**src/inc/cfg_port_pkg.sv**
```systemverilog
package cfg_port_pkg;
  localparam int          ADDR_W    = 5;
  localparam int          BYTE_W    = 8;
  localparam int          CNT_W     = 3;
  localparam logic [2:0]  LAST_BIT  = 3'h7;
  localparam logic [2:0]  FIRST_BIT = 3'h0;
  localparam logic [4:0]  ADDR_MIN  = 5'h00;
  localparam logic [4:0]  ADDR_MAX  = 5'h1f;
  localparam logic [4:0]  CTRL_ADDR = 5'h00;
  localparam logic [7:0]  REG_RESET = 8'h00;
  localparam logic        LBF_RESET = 1'b0;
  localparam int          LBF_BIT   = 6;
  localparam int          RW_BIT    = 7;
  localparam int          CNT_HI    = 6;
  localparam int          CNT_LO    = 5;
  localparam int          SYNC_W    = 4;
  localparam int          SY_SCLK   = 0;
  localparam int          SY_SEL    = 1;
  localparam int          SY_SDIO   = 2;
  localparam int          SY_RM     = 3;

  typedef enum logic [1:0] {
    ST_IDLE  = 2'b00,
    ST_INSTR = 2'b01,
    ST_DATA  = 2'b10,
    ST_DONE  = 2'b11
  } port_state_e;
endpackage

```
**src/inc/reg_mem_if.sv**
```systemverilog
`timescale 1ns/1ps
interface reg_mem_if #(
  parameter int ADDR_W = cfg_port_pkg::ADDR_W,
  parameter int DATA_W = cfg_port_pkg::BYTE_W
);
  logic              wr_en;
  logic [ADDR_W-1:0] wr_addr;
  logic [DATA_W-1:0] wr_data;
  logic [ADDR_W-1:0] a_addr;
  logic [DATA_W-1:0] a_data;
  logic [ADDR_W-1:0] b_addr;
  logic [DATA_W-1:0] b_data;

  modport ctrl (output wr_en, wr_addr, wr_data, a_addr, b_addr, input a_data, b_data);
  modport mem  (input wr_en, wr_addr, wr_data, a_addr, b_addr, output a_data, b_data);
endinterface

```
**src/rtl/cfg_reg_mem.sv**
```systemverilog
`timescale 1ns/1ps
module cfg_reg_mem #(
  parameter int ADDR_W = cfg_port_pkg::ADDR_W,
  parameter int DATA_W = cfg_port_pkg::BYTE_W
) (
  input  wire logic clock_in,  // Core clock
  input  wire logic rst_n_in,  // Synchronised reset, active low
  reg_mem_if.mem    bus        // Write port and two registered read ports
);
  localparam int DEPTH = 1 << ADDR_W;

  if (ADDR_W < 1 || DATA_W < 1) begin : g_chk
    $error("cfg_reg_mem: widths must be positive");
  end

  logic [DATA_W-1:0] store [DEPTH];

  always_ff @(posedge clock_in or negedge rst_n_in) begin
    if (!rst_n_in) begin
      for (int i = 0; i < DEPTH; i++) begin
        store[i] <= DATA_W'(cfg_port_pkg::REG_RESET);
      end
    end else if (bus.wr_en) begin
      store[bus.wr_addr] <= bus.wr_data;
    end
  end

  always_ff @(posedge clock_in or negedge rst_n_in) begin
    if (!rst_n_in) begin
      bus.a_data <= '0;
      bus.b_data <= '0;
    end else begin
      bus.a_data <= store[bus.a_addr];
      bus.b_data <= store[bus.b_addr];
    end
  end
endmodule

```
**src/rtl/dual_dac_serial_config_port.sv**
```systemverilog
// Behaviour
// - A cycle starts with an instruction byte taken on the first eight serial clock rises, then data follows.
// - A high then low on the port reset/mode pin returns the port to the start of the instruction phase.
// - A port reset or select loss mid-cycle discards the partial byte and writes nothing.
// - Instruction bits 6 and 5 give one to four data bytes and exactly that many are moved.
// - Each written byte lands in its register as soon as its eighth bit is taken.
// - Instruction bit 7 high asks for a read, low for a write.
// - Instruction bits 4 to 0 give the first register address.
// - Later addresses of a multibyte cycle are stepped internally as the bit order selection says.
// - One two-way data pin carries instruction and data, received for writes and driven for reads.
// - Most-bit-first steps the address down toward 0x00, least-bit-first up toward 0x1F.
// - Incoming bits are taken on serial clock rises and read bits driven on falls.
// - The active-low select frames the cycle and the data pin is released while it is high.
// - Bit order resets to most significant first and bit 6 of register 0x00 set flips both bytes kinds.
`timescale 1ns/1ps
module dual_dac_serial_config_port (
  input  wire logic                             clock_in,               // Core clock, 125 MHz
  input  wire logic                             resetn_in,              // Async reset, active low
  input  wire logic                             sclk_in,                // Serial clock from controller
  input  wire logic                             select_n_in,            // Cycle select, active low
  input  wire logic                             sdio_in,                // Data pin level
  output logic                                  sdio_data_out,          // Data pin drive value
  output logic                                  sdio_oe_out,            // Data pin drive enable
  input  wire logic                             port_reset_mode_pin_in, // Port reset/mode pin
  input  wire logic [cfg_port_pkg::ADDR_W-1:0]  loc_addr_in,            // Local register address
  input  wire logic [cfg_port_pkg::BYTE_W-1:0]  loc_wdata_in,           // Local write data
  input  wire logic                             loc_wr_in,              // Local write strobe
  input  wire logic                             loc_rd_in,              // Local read strobe
  output logic      [cfg_port_pkg::BYTE_W-1:0]  loc_rdata_out,          // Local read data
  output logic                                  low_bit_first_out       // Current bit order
);
  localparam int AW = cfg_port_pkg::ADDR_W;
  localparam int BW = cfg_port_pkg::BYTE_W;

  ////////////////////////////////////////////////////////////////////////////
  // Reset release and input synchronisers
  logic                            rst_meta;
  logic                            rst_n;
  logic [cfg_port_pkg::SYNC_W-1:0] in_meta;
  logic [cfg_port_pkg::SYNC_W-1:0] in_sync;
  logic                            sclk_prev;
  logic                            rm_prev;

  always_ff @(posedge clock_in or negedge resetn_in) begin
    if (!resetn_in) begin
      rst_meta <= 1'b0;
      rst_n    <= 1'b0;
    end else begin
      rst_meta <= 1'b1;
      rst_n    <= rst_meta;
    end
  end

  always_ff @(posedge clock_in or negedge rst_n) begin
    if (!rst_n) begin
      in_meta   <= 4'h2;
      in_sync   <= 4'h2;
      sclk_prev <= 1'b0;
      rm_prev   <= 1'b0;
    end else begin
      in_meta   <= {port_reset_mode_pin_in, sdio_in, select_n_in, sclk_in};
      in_sync   <= in_meta;
      sclk_prev <= in_sync[cfg_port_pkg::SY_SCLK];
      rm_prev   <= in_sync[cfg_port_pkg::SY_RM];
    end
  end

  logic sclk_rise;
  logic sclk_fall;
  logic sel_off;
  logic rm_high;
  logic rm_fall;
  logic sdio_s;
  logic abort;

  assign sclk_rise = in_sync[cfg_port_pkg::SY_SCLK] & ~sclk_prev;
  assign sclk_fall = ~in_sync[cfg_port_pkg::SY_SCLK] & sclk_prev;
  assign sel_off   = in_sync[cfg_port_pkg::SY_SEL];
  assign rm_high   = in_sync[cfg_port_pkg::SY_RM];
  assign rm_fall   = rm_prev & ~rm_high;
  assign sdio_s    = in_sync[cfg_port_pkg::SY_SDIO];
  assign abort     = sel_off | rm_high;

  ////////////////////////////////////////////////////////////////////////////
  // Helpers
  function automatic logic [BW-1:0] shift_in(input logic [BW-1:0] sh, input logic b, input logic lbf);
    shift_in = lbf ? {b, sh[BW-1:1]} : {sh[BW-2:0], b};
  endfunction

  function automatic logic [AW-1:0] step_addr(input logic [AW-1:0] a, input logic lbf);
    if (lbf) begin
      step_addr = (a == cfg_port_pkg::ADDR_MAX) ? a : AW'(a + 1'b1);
    end else begin
      step_addr = (a == cfg_port_pkg::ADDR_MIN) ? a : AW'(a - 1'b1);
    end
  endfunction

  function automatic logic [2:0] bit_pos(input logic [2:0] cnt, input logic lbf);
    bit_pos = lbf ? cnt : 3'(cfg_port_pkg::LAST_BIT - cnt);
  endfunction

  ////////////////////////////////////////////////////////////////////////////
  // Sequencer
  reg_mem_if mem_bus ();

  cfg_reg_mem u_mem (
    .clock_in (clock_in),
    .rst_n_in (rst_n),
    .bus      (mem_bus)
  );

  cfg_port_pkg::port_state_e state;
  cfg_port_pkg::port_state_e next_state;
  logic [2:0]                bit_cnt;
  logic [BW-1:0]             rx_shift;
  logic [BW-1:0]             next_rx;
  logic [AW-1:0]             addr;
  logic [1:0]                bytes_left;
  logic                      rd_dir;
  logic                      lbf;
  logic                      next_lbf;
  logic                      byte_done;
  logic                      ser_wr;
  logic                      loc_wr_ok;

  assign next_rx   = shift_in(rx_shift, sdio_s, lbf);
  assign byte_done = sclk_rise && (bit_cnt == cfg_port_pkg::LAST_BIT) && !abort;
  assign ser_wr    = (state == cfg_port_pkg::ST_DATA) && !rd_dir && byte_done;
  assign loc_wr_ok = loc_wr_in && !ser_wr;

  always_comb begin
    next_lbf = lbf;
    if (ser_wr && addr == cfg_port_pkg::CTRL_ADDR) begin
      next_lbf = next_rx[cfg_port_pkg::LBF_BIT];
    end else if (loc_wr_ok && loc_addr_in == cfg_port_pkg::CTRL_ADDR) begin
      next_lbf = loc_wdata_in[cfg_port_pkg::LBF_BIT];
    end
  end

  always_comb begin
    next_state = state;
    if (abort) begin
      next_state = cfg_port_pkg::ST_IDLE;
    end else begin
      unique case (state)
        cfg_port_pkg::ST_IDLE: begin
          next_state = cfg_port_pkg::ST_INSTR;
        end
        cfg_port_pkg::ST_INSTR: begin
          if (byte_done) begin
            next_state = cfg_port_pkg::ST_DATA;
          end
        end
        cfg_port_pkg::ST_DATA: begin
          if (byte_done && bytes_left == 2'h0) begin
            next_state = cfg_port_pkg::ST_DONE;
          end
        end
        cfg_port_pkg::ST_DONE: begin
          next_state = cfg_port_pkg::ST_DONE;
        end
      endcase
    end
  end

  always_ff @(posedge clock_in or negedge rst_n) begin
    if (!rst_n) begin
      state <= cfg_port_pkg::ST_IDLE;
    end else begin
      state <= next_state;
    end
  end

  // Bit counter and receive shifter; partial bytes are dropped on abort
  always_ff @(posedge clock_in or negedge rst_n) begin
    if (!rst_n) begin
      bit_cnt  <= cfg_port_pkg::FIRST_BIT;
      rx_shift <= '0;
    end else if (abort || state == cfg_port_pkg::ST_IDLE) begin
      bit_cnt  <= cfg_port_pkg::FIRST_BIT;
      rx_shift <= '0;
    end else if (sclk_rise) begin
      bit_cnt  <= 3'(bit_cnt + 1'b1);
      rx_shift <= next_rx;
    end
  end

  // Instruction decode and address generation
  always_ff @(posedge clock_in or negedge rst_n) begin
    if (!rst_n) begin
      rd_dir     <= 1'b0;
      bytes_left <= 2'h0;
      addr       <= cfg_port_pkg::ADDR_MIN;
    end else if (state == cfg_port_pkg::ST_INSTR && byte_done) begin
      rd_dir     <= next_rx[cfg_port_pkg::RW_BIT];
      bytes_left <= {next_rx[cfg_port_pkg::CNT_HI], next_rx[cfg_port_pkg::CNT_LO]};
      addr       <= next_rx[AW-1:0];
    end else if (state == cfg_port_pkg::ST_DATA && byte_done) begin
      bytes_left <= 2'(bytes_left - 1'b1);
      addr       <= step_addr(addr, next_lbf);
    end
  end

  always_ff @(posedge clock_in or negedge rst_n) begin
    if (!rst_n) begin
      lbf <= cfg_port_pkg::LBF_RESET;
    end else begin
      lbf <= next_lbf;
    end
  end

  ////////////////////////////////////////////////////////////////////////////
  // Data pin drive
  always_ff @(posedge clock_in or negedge rst_n) begin
    if (!rst_n) begin
      sdio_oe_out <= 1'b0;
    end else if (abort) begin
      sdio_oe_out <= 1'b0;
    end else if (state == cfg_port_pkg::ST_INSTR && byte_done) begin
      sdio_oe_out <= next_rx[cfg_port_pkg::RW_BIT];
    end else if (state == cfg_port_pkg::ST_DATA && byte_done && bytes_left == 2'h0) begin
      sdio_oe_out <= 1'b0;
    end
  end

  always_ff @(posedge clock_in or negedge rst_n) begin
    if (!rst_n) begin
      sdio_data_out <= 1'b0;
    end else if (sclk_fall && state == cfg_port_pkg::ST_DATA && rd_dir) begin
      sdio_data_out <= mem_bus.a_data[bit_pos(bit_cnt, lbf)];
    end
  end

  ////////////////////////////////////////////////////////////////////////////
  // Register store access
  assign mem_bus.wr_en   = ser_wr | loc_wr_ok;
  assign mem_bus.wr_addr = ser_wr ? addr : loc_addr_in;
  assign mem_bus.wr_data = ser_wr ? next_rx : loc_wdata_in;
  assign mem_bus.a_addr  = addr;
  assign mem_bus.b_addr  = loc_addr_in;

  logic rd_seen;

  always_ff @(posedge clock_in or negedge rst_n) begin
    if (!rst_n) begin
      rd_seen <= 1'b0;
    end else begin
      rd_seen <= loc_rd_in;
    end
  end

  assign loc_rdata_out     = rd_seen ? mem_bus.b_data : '0;
  assign low_bit_first_out = lbf;

  ////////////////////////////////////////////////////////////////////////////
  // Checks
  AST_INSTR_TO_DATA: assert property (@(posedge clock_in) disable iff (!rst_n)
    state == cfg_port_pkg::ST_INSTR && byte_done |=> state == cfg_port_pkg::ST_DATA)
    else $error("instruction byte did not open the data phase");

  AST_PIN_RESTART: assert property (@(posedge clock_in) disable iff (!rst_n)
    rm_fall && !sel_off |=> state == cfg_port_pkg::ST_INSTR && bit_cnt == cfg_port_pkg::FIRST_BIT)
    else $error("port reset pin did not restart the instruction phase");

  AST_NO_WRITE_ON_ABORT: assert property (@(posedge clock_in) disable iff (!rst_n)
    abort |-> !ser_wr ##1 bit_cnt == cfg_port_pkg::FIRST_BIT)
    else $error("aborted cycle wrote or kept partial bits");

  AST_LAST_BYTE_ENDS: assert property (@(posedge clock_in) disable iff (!rst_n)
    state == cfg_port_pkg::ST_DATA && byte_done && bytes_left == 2'h0
      |=> state == cfg_port_pkg::ST_DONE && !sdio_oe_out)
    else $error("byte count not honoured");

  AST_ADDR_DOWN: assert property (@(posedge clock_in) disable iff (!rst_n)
    state == cfg_port_pkg::ST_DATA && byte_done && !next_lbf && addr != cfg_port_pkg::ADDR_MIN
      |=> addr == $past(addr) - 5'h01)
    else $error("address did not step down");

  AST_ADDR_UP: assert property (@(posedge clock_in) disable iff (!rst_n)
    state == cfg_port_pkg::ST_DATA && byte_done && next_lbf && addr != cfg_port_pkg::ADDR_MAX
      |=> addr == $past(addr) + 5'h01)
    else $error("address did not step up");

  AST_SAMPLE_ON_RISE: assert property (@(posedge clock_in) disable iff (!rst_n)
    !sclk_rise && !abort && state != cfg_port_pkg::ST_IDLE |=> $stable(rx_shift))
    else $error("receive shifter moved without a serial clock rise");

  AST_DRIVE_ON_FALL: assert property (@(posedge clock_in) disable iff (!rst_n)
    $changed(sdio_data_out) |-> $past(sclk_fall) && $past(rd_dir))
    else $error("read bit changed away from a falling edge");

  AST_RELEASE_ON_SELECT: assert property (@(posedge clock_in) disable iff (!rst_n)
    sel_off |=> !sdio_oe_out)
    else $error("data pin driven while not selected");

  AST_OE_ONLY_IN_READ: assert property (@(posedge clock_in) disable iff (!rst_n)
    sdio_oe_out |-> state == cfg_port_pkg::ST_DATA && rd_dir)
    else $error("data pin driven outside a read data phase");
endmodule

```
**config.mk**
```make
export PLATFORM = sky130hd
export DESIGN_NAME = dual_dac_serial_config_port
export DESIGN_NICKNAME = d
export VERILOG_FILES = /design/src/inc/cfg_port_pkg.sv /design/src/inc/reg_mem_if.sv /design/src/rtl/cfg_reg_mem.sv /design/src/rtl/dual_dac_serial_config_port.sv
export SDC_FILE = /design/constraint.sdc
export NUM_CORES = 1
export LEC_CHECK = 0
export BUFFER_PORTS_ARGS = -buffer_cell sky130_fd_sc_hd__buf_2
export CAP_MARGIN = 20
export CORE_ASPECT_RATIO = 1.1
export CORE_MARGIN = 2
export CORE_UTILIZATION = 40
export CTS_CLUSTER_SIZE = 8
export DETAILED_ROUTE_END_ITERATION = 12
export GPL_TIMING_DRIVEN = 0
export REMOVE_ABC_BUFFERS = 1
export SLEW_MARGIN = 5
export SYNTH_ARGS = -nofsm -noshare
export SYNTH_HDL_FRONTEND = slang
export SYNTH_HIERARCHICAL = 1
export SYNTH_SLANG_ARGS = --single-unit
```
**constraint.sdc**
```tcl
create_clock -name clock_in -period 13.34 [get_ports clock_in]
set_input_delay 2.001 -clock clock_in [delete_from_list [all_inputs] [get_ports clock_in]]
set_output_delay 2.001 -clock clock_in [all_outputs]
set_load 0.05 [all_outputs]
```
==> results.md <==
- Clk buf depth: 3
- Fillers: 3488
- Post-CTS sizing: 0
- Max-cap viol count: 0
- HPWL Detailed: 25.25 mm
- Fmax: 218.6 MHz
- Full die area: 42120 um2
- Htree depth: 2
- DRT Wirelength: 40.51 mm
- Worst vdd ir: 0.00006803 V
- Critical path type: input pin to flip-flop
- HP Class: flip-flop to flip-flop
- Critical Path Max Stage Delay: 0.53 ns
- Initial Util: 0.4041
- GPL Wtd Cong: 0.7836
- Worst setup EP type: flip-flop
- FFs w/ async S/R, synth: 1.000
- Min cycle time layout: 4.575 ns
- Clock root cell: clkbuf_16
- Share of cells above drive strength 1: 0.5203
- Ant diodes: 0
- Ys flop type: dfrtp_1
- Mapped Area: 16200 um2
- Via Count: 9470
- Most numerous cell in the Yosys netlist: dfrtp_1
- Post-CTS setup buffer count: 0
- Startpoint Class: input pin
- TritonCTS clock tree: yes
- Via count of the first global-routing pass: 10010
- Multi-input logic area: 8158 um2
- Number of remaining DRC errors: 0
- Share of the synthesized area in the top cell type: 0.4728
- Site row count: 77
- Vias/cell: 5.930
- Die W: 195.9 um
- Register Area: 7722 um2
- Top cells by area, synth: dfrtp_1 (47%), mux4_2 (22%), mux2_2 (19%)
- Post-CTS Hold Buffers: 0
- Final setup viols: 0
- Inst Count DP: 1536
- CP Max Fanout: 18
- Worst skew pair latency: 0.55 ns
- Synth Instances: 1060
- Leakage power: 7.671 nW
- Synth area leader: dfrtp_1
- Nets: 1095
- Grt ovf: 0
- Final ANT Viol Nets: 0
- DRT iter0 DRCs: 686
- Core area: 40080 um2
- Gr usage total: 0.1991
- Distinct cells, synth: 61
- Port Buffer Count: 31
- CP Cell Sequence: buf_2, or4_4, a2111oi_2, a41o_1, or2_1, inv_2, xnor2_1, ha_1, nand3_1, nor3_1, a31o_2, a211oi_1, o21ba_1
- Clk_skew: 0.01720 ns
- Sink Count: 308
- Yosys warning count: 6
- I/O Pins: 32
- Status: complete, no violations
- Number of enable flip-flop cells after synthesis: 0
- Pins Over Slew Limit: 0
- Worst-margin pin slew: 1.189 ns
- Largest net degree at the start of global routing: 65
- Area grow syn2layout: 12.86%
- Die H: 215.0 um
- CTS clock-pin slew for the worst setup and hold paths: 0.06 ns
- Post-synthesis sequential area ratio: 0.4761
- Fin. Hold Viols: 0
- PD cells: 148.0 nW/um2
- Reg2reg setup slack: 8.92 ns
- RSZ-0062 raised after global routing: false
- Max_slew headroom: 0.2046
- Setup TNS: 0 ns
- Arr. time, crit path: 5.01 ns
- Avg Inst Size Synth: 15.28 um2
- Drt pass-1 iters: 5
- Cts bufs inserted: 44
- CP required: 13.78 ns
- Antenna violations before repair: 0
- Post-synthesis register bit count: 308
- Slowest cell on the critical path: or4_4
- First-pass GRT wire length: 62.83 mm
- Final period util: 0.3430
- Finished Layout Cells: 1597
- Top cells by count, synth: dfrtp_1 (306), mux2_2 (276), mux4_2 (160)
- Detailed-route wire length per cell: 25.37 um
registers in the layout (all words and copies together) (netlist names), 2 cells and up:
register / cells
state: 2
bit_cnt: 3
u_mem/store: 256
in_sync: 4
in_meta: 4
u_mem/bus.a_data: 8
bytes_left: 2
u_mem/bus.b_data: 8
rx_shift: 8
addr: 5
worst max-delay path: cells and delay by family:
| kind | cells | cell delay [ns] |
|---|---|---|
| compound gates | 5 | 1.21 |
| simple gates | 4 | 0.95 |
| buf+inv | 2 | 0.47 |
| fa+ha+maj | 1 | 0.24 |
| xor+xnor | 1 | 0.14 |
path summary, 6_finish.rpt:
path	startpoint	end	cells after the start
max	loc_addr_in[0]	addr[4]$_DFFE_PN0P_	13
min	rst_meta$_DFF_PN0_	rst_n$_DFF_PN0_	0
max reg2reg	bit_cnt[1]$_DFFE_PN0P_	u_mem/store[20]$_DFFE_PN0P_	9
min reg2reg	rst_meta$_DFF_PN0_	rst_n$_DFF_PN0_	0
max in group asynchronous	rst_n$_DFF_PN0_	in_sync[1]$_DFF_PN1_	3
min in group asynchronous	rst_n$_DFF_PN0_	u_mem/bus.b_data[7]$_DFF_PN0_	0
routing by layer:
| metal | up-vias | part of all wire | global-route usage |
|---|---|---|---|
| met4 | 0 | 0.034 | 0.07348 |
| met5 | - | 0 | 0 |
| met3 | 82 | 0.046 | 0.03249 |
| met2 | 237 | 0.50 | 0.3343 |
| li1 | 4101 | - | - |
| met1 | 5050 | 0.42 | 0.2614 |
layout make-up:
class,count,area share
clock inverters,3,0.002601
repair buffers,47,0.02814
inverters,6,0.001232
multi-input cells,663,0.4463
well taps,513,0.03512
clock buffers,57,0.06407
flip-flops and latches,308,0.4225
where the power goes:
part / internal, W / switching, W / leakage [nW] / total, W
Sequential: 0.00110 / 0.000116 / 3.90 / 0.00122
Combinational: 0.000289 / 0.000179 / 3.17 / 0.000468
Clock: 0.000623 / 0.000398 / 0.592 / 0.00102
Total: 0.00201 / 0.000694 / 7.67 / 0.00270
kinds of logic (layout without fill, tap and decap cells):
logic type | count (synthesis) | count (layout) | synth area share
buffers and inverters | 89 | 113 | 0.02503
adders and majority gates | 4 | 4 | 0.003090
muxes | 448 | 448 | 0.4221
xor gates and xnor gates | 5 | 5 | 0.002704
other | 1 | 1 | 0.0002315
AOI/OAI and AO/OA | 55 | 55 | 0.02410
and+or+nand+nor | 150 | 150 | 0.04666
DFF | 308 | 308 | 0.4761
metrics by stage:
stage	utilization	setup slack (ns)	hold slack [ns]	cell area, um2	total power [W]
2_1_floorplan	-	4.124	0.3312	15810	0.001551
3_3_place_gp	0.4144	0.2530	0.3383	16610	0.001669
3_5_place_dp	0.4250	8.230	0.3362	17030	0.001697
4_1_cts	0.4554	8.523	0.3475	18250	0.002734
5_1_grt	0.4560	8.593	0.3642	18280	0.002828
6_report	0.4560	8.765	0.3450	18280	0.002705
cells in the final DEF, fill, tap and decap left out, types with 3 or more instances in the layout:
master and instances:
a211oi_1 12, a21oi_1 7, and2_1 9, buf_12 3
buf_16 9, buf_2 30, clkbuf_1 12, clkbuf_16 45
dfrtp_1 302, dfrtp_4 3, ha_1 4, inv_1 5
mux2_2 276, mux2i_1 11, mux4_2 160, nand2_1 52
nand3_1 5, nand3b_1 6, nor2_1 41, nor2_2 4
nor3_1 9, nor3b_1 5, o211ai_1 3, o21ai_0 5
o21ai_4 6, xnor2_1 5
Note: power is estimated with default switching activity, not from simulation.
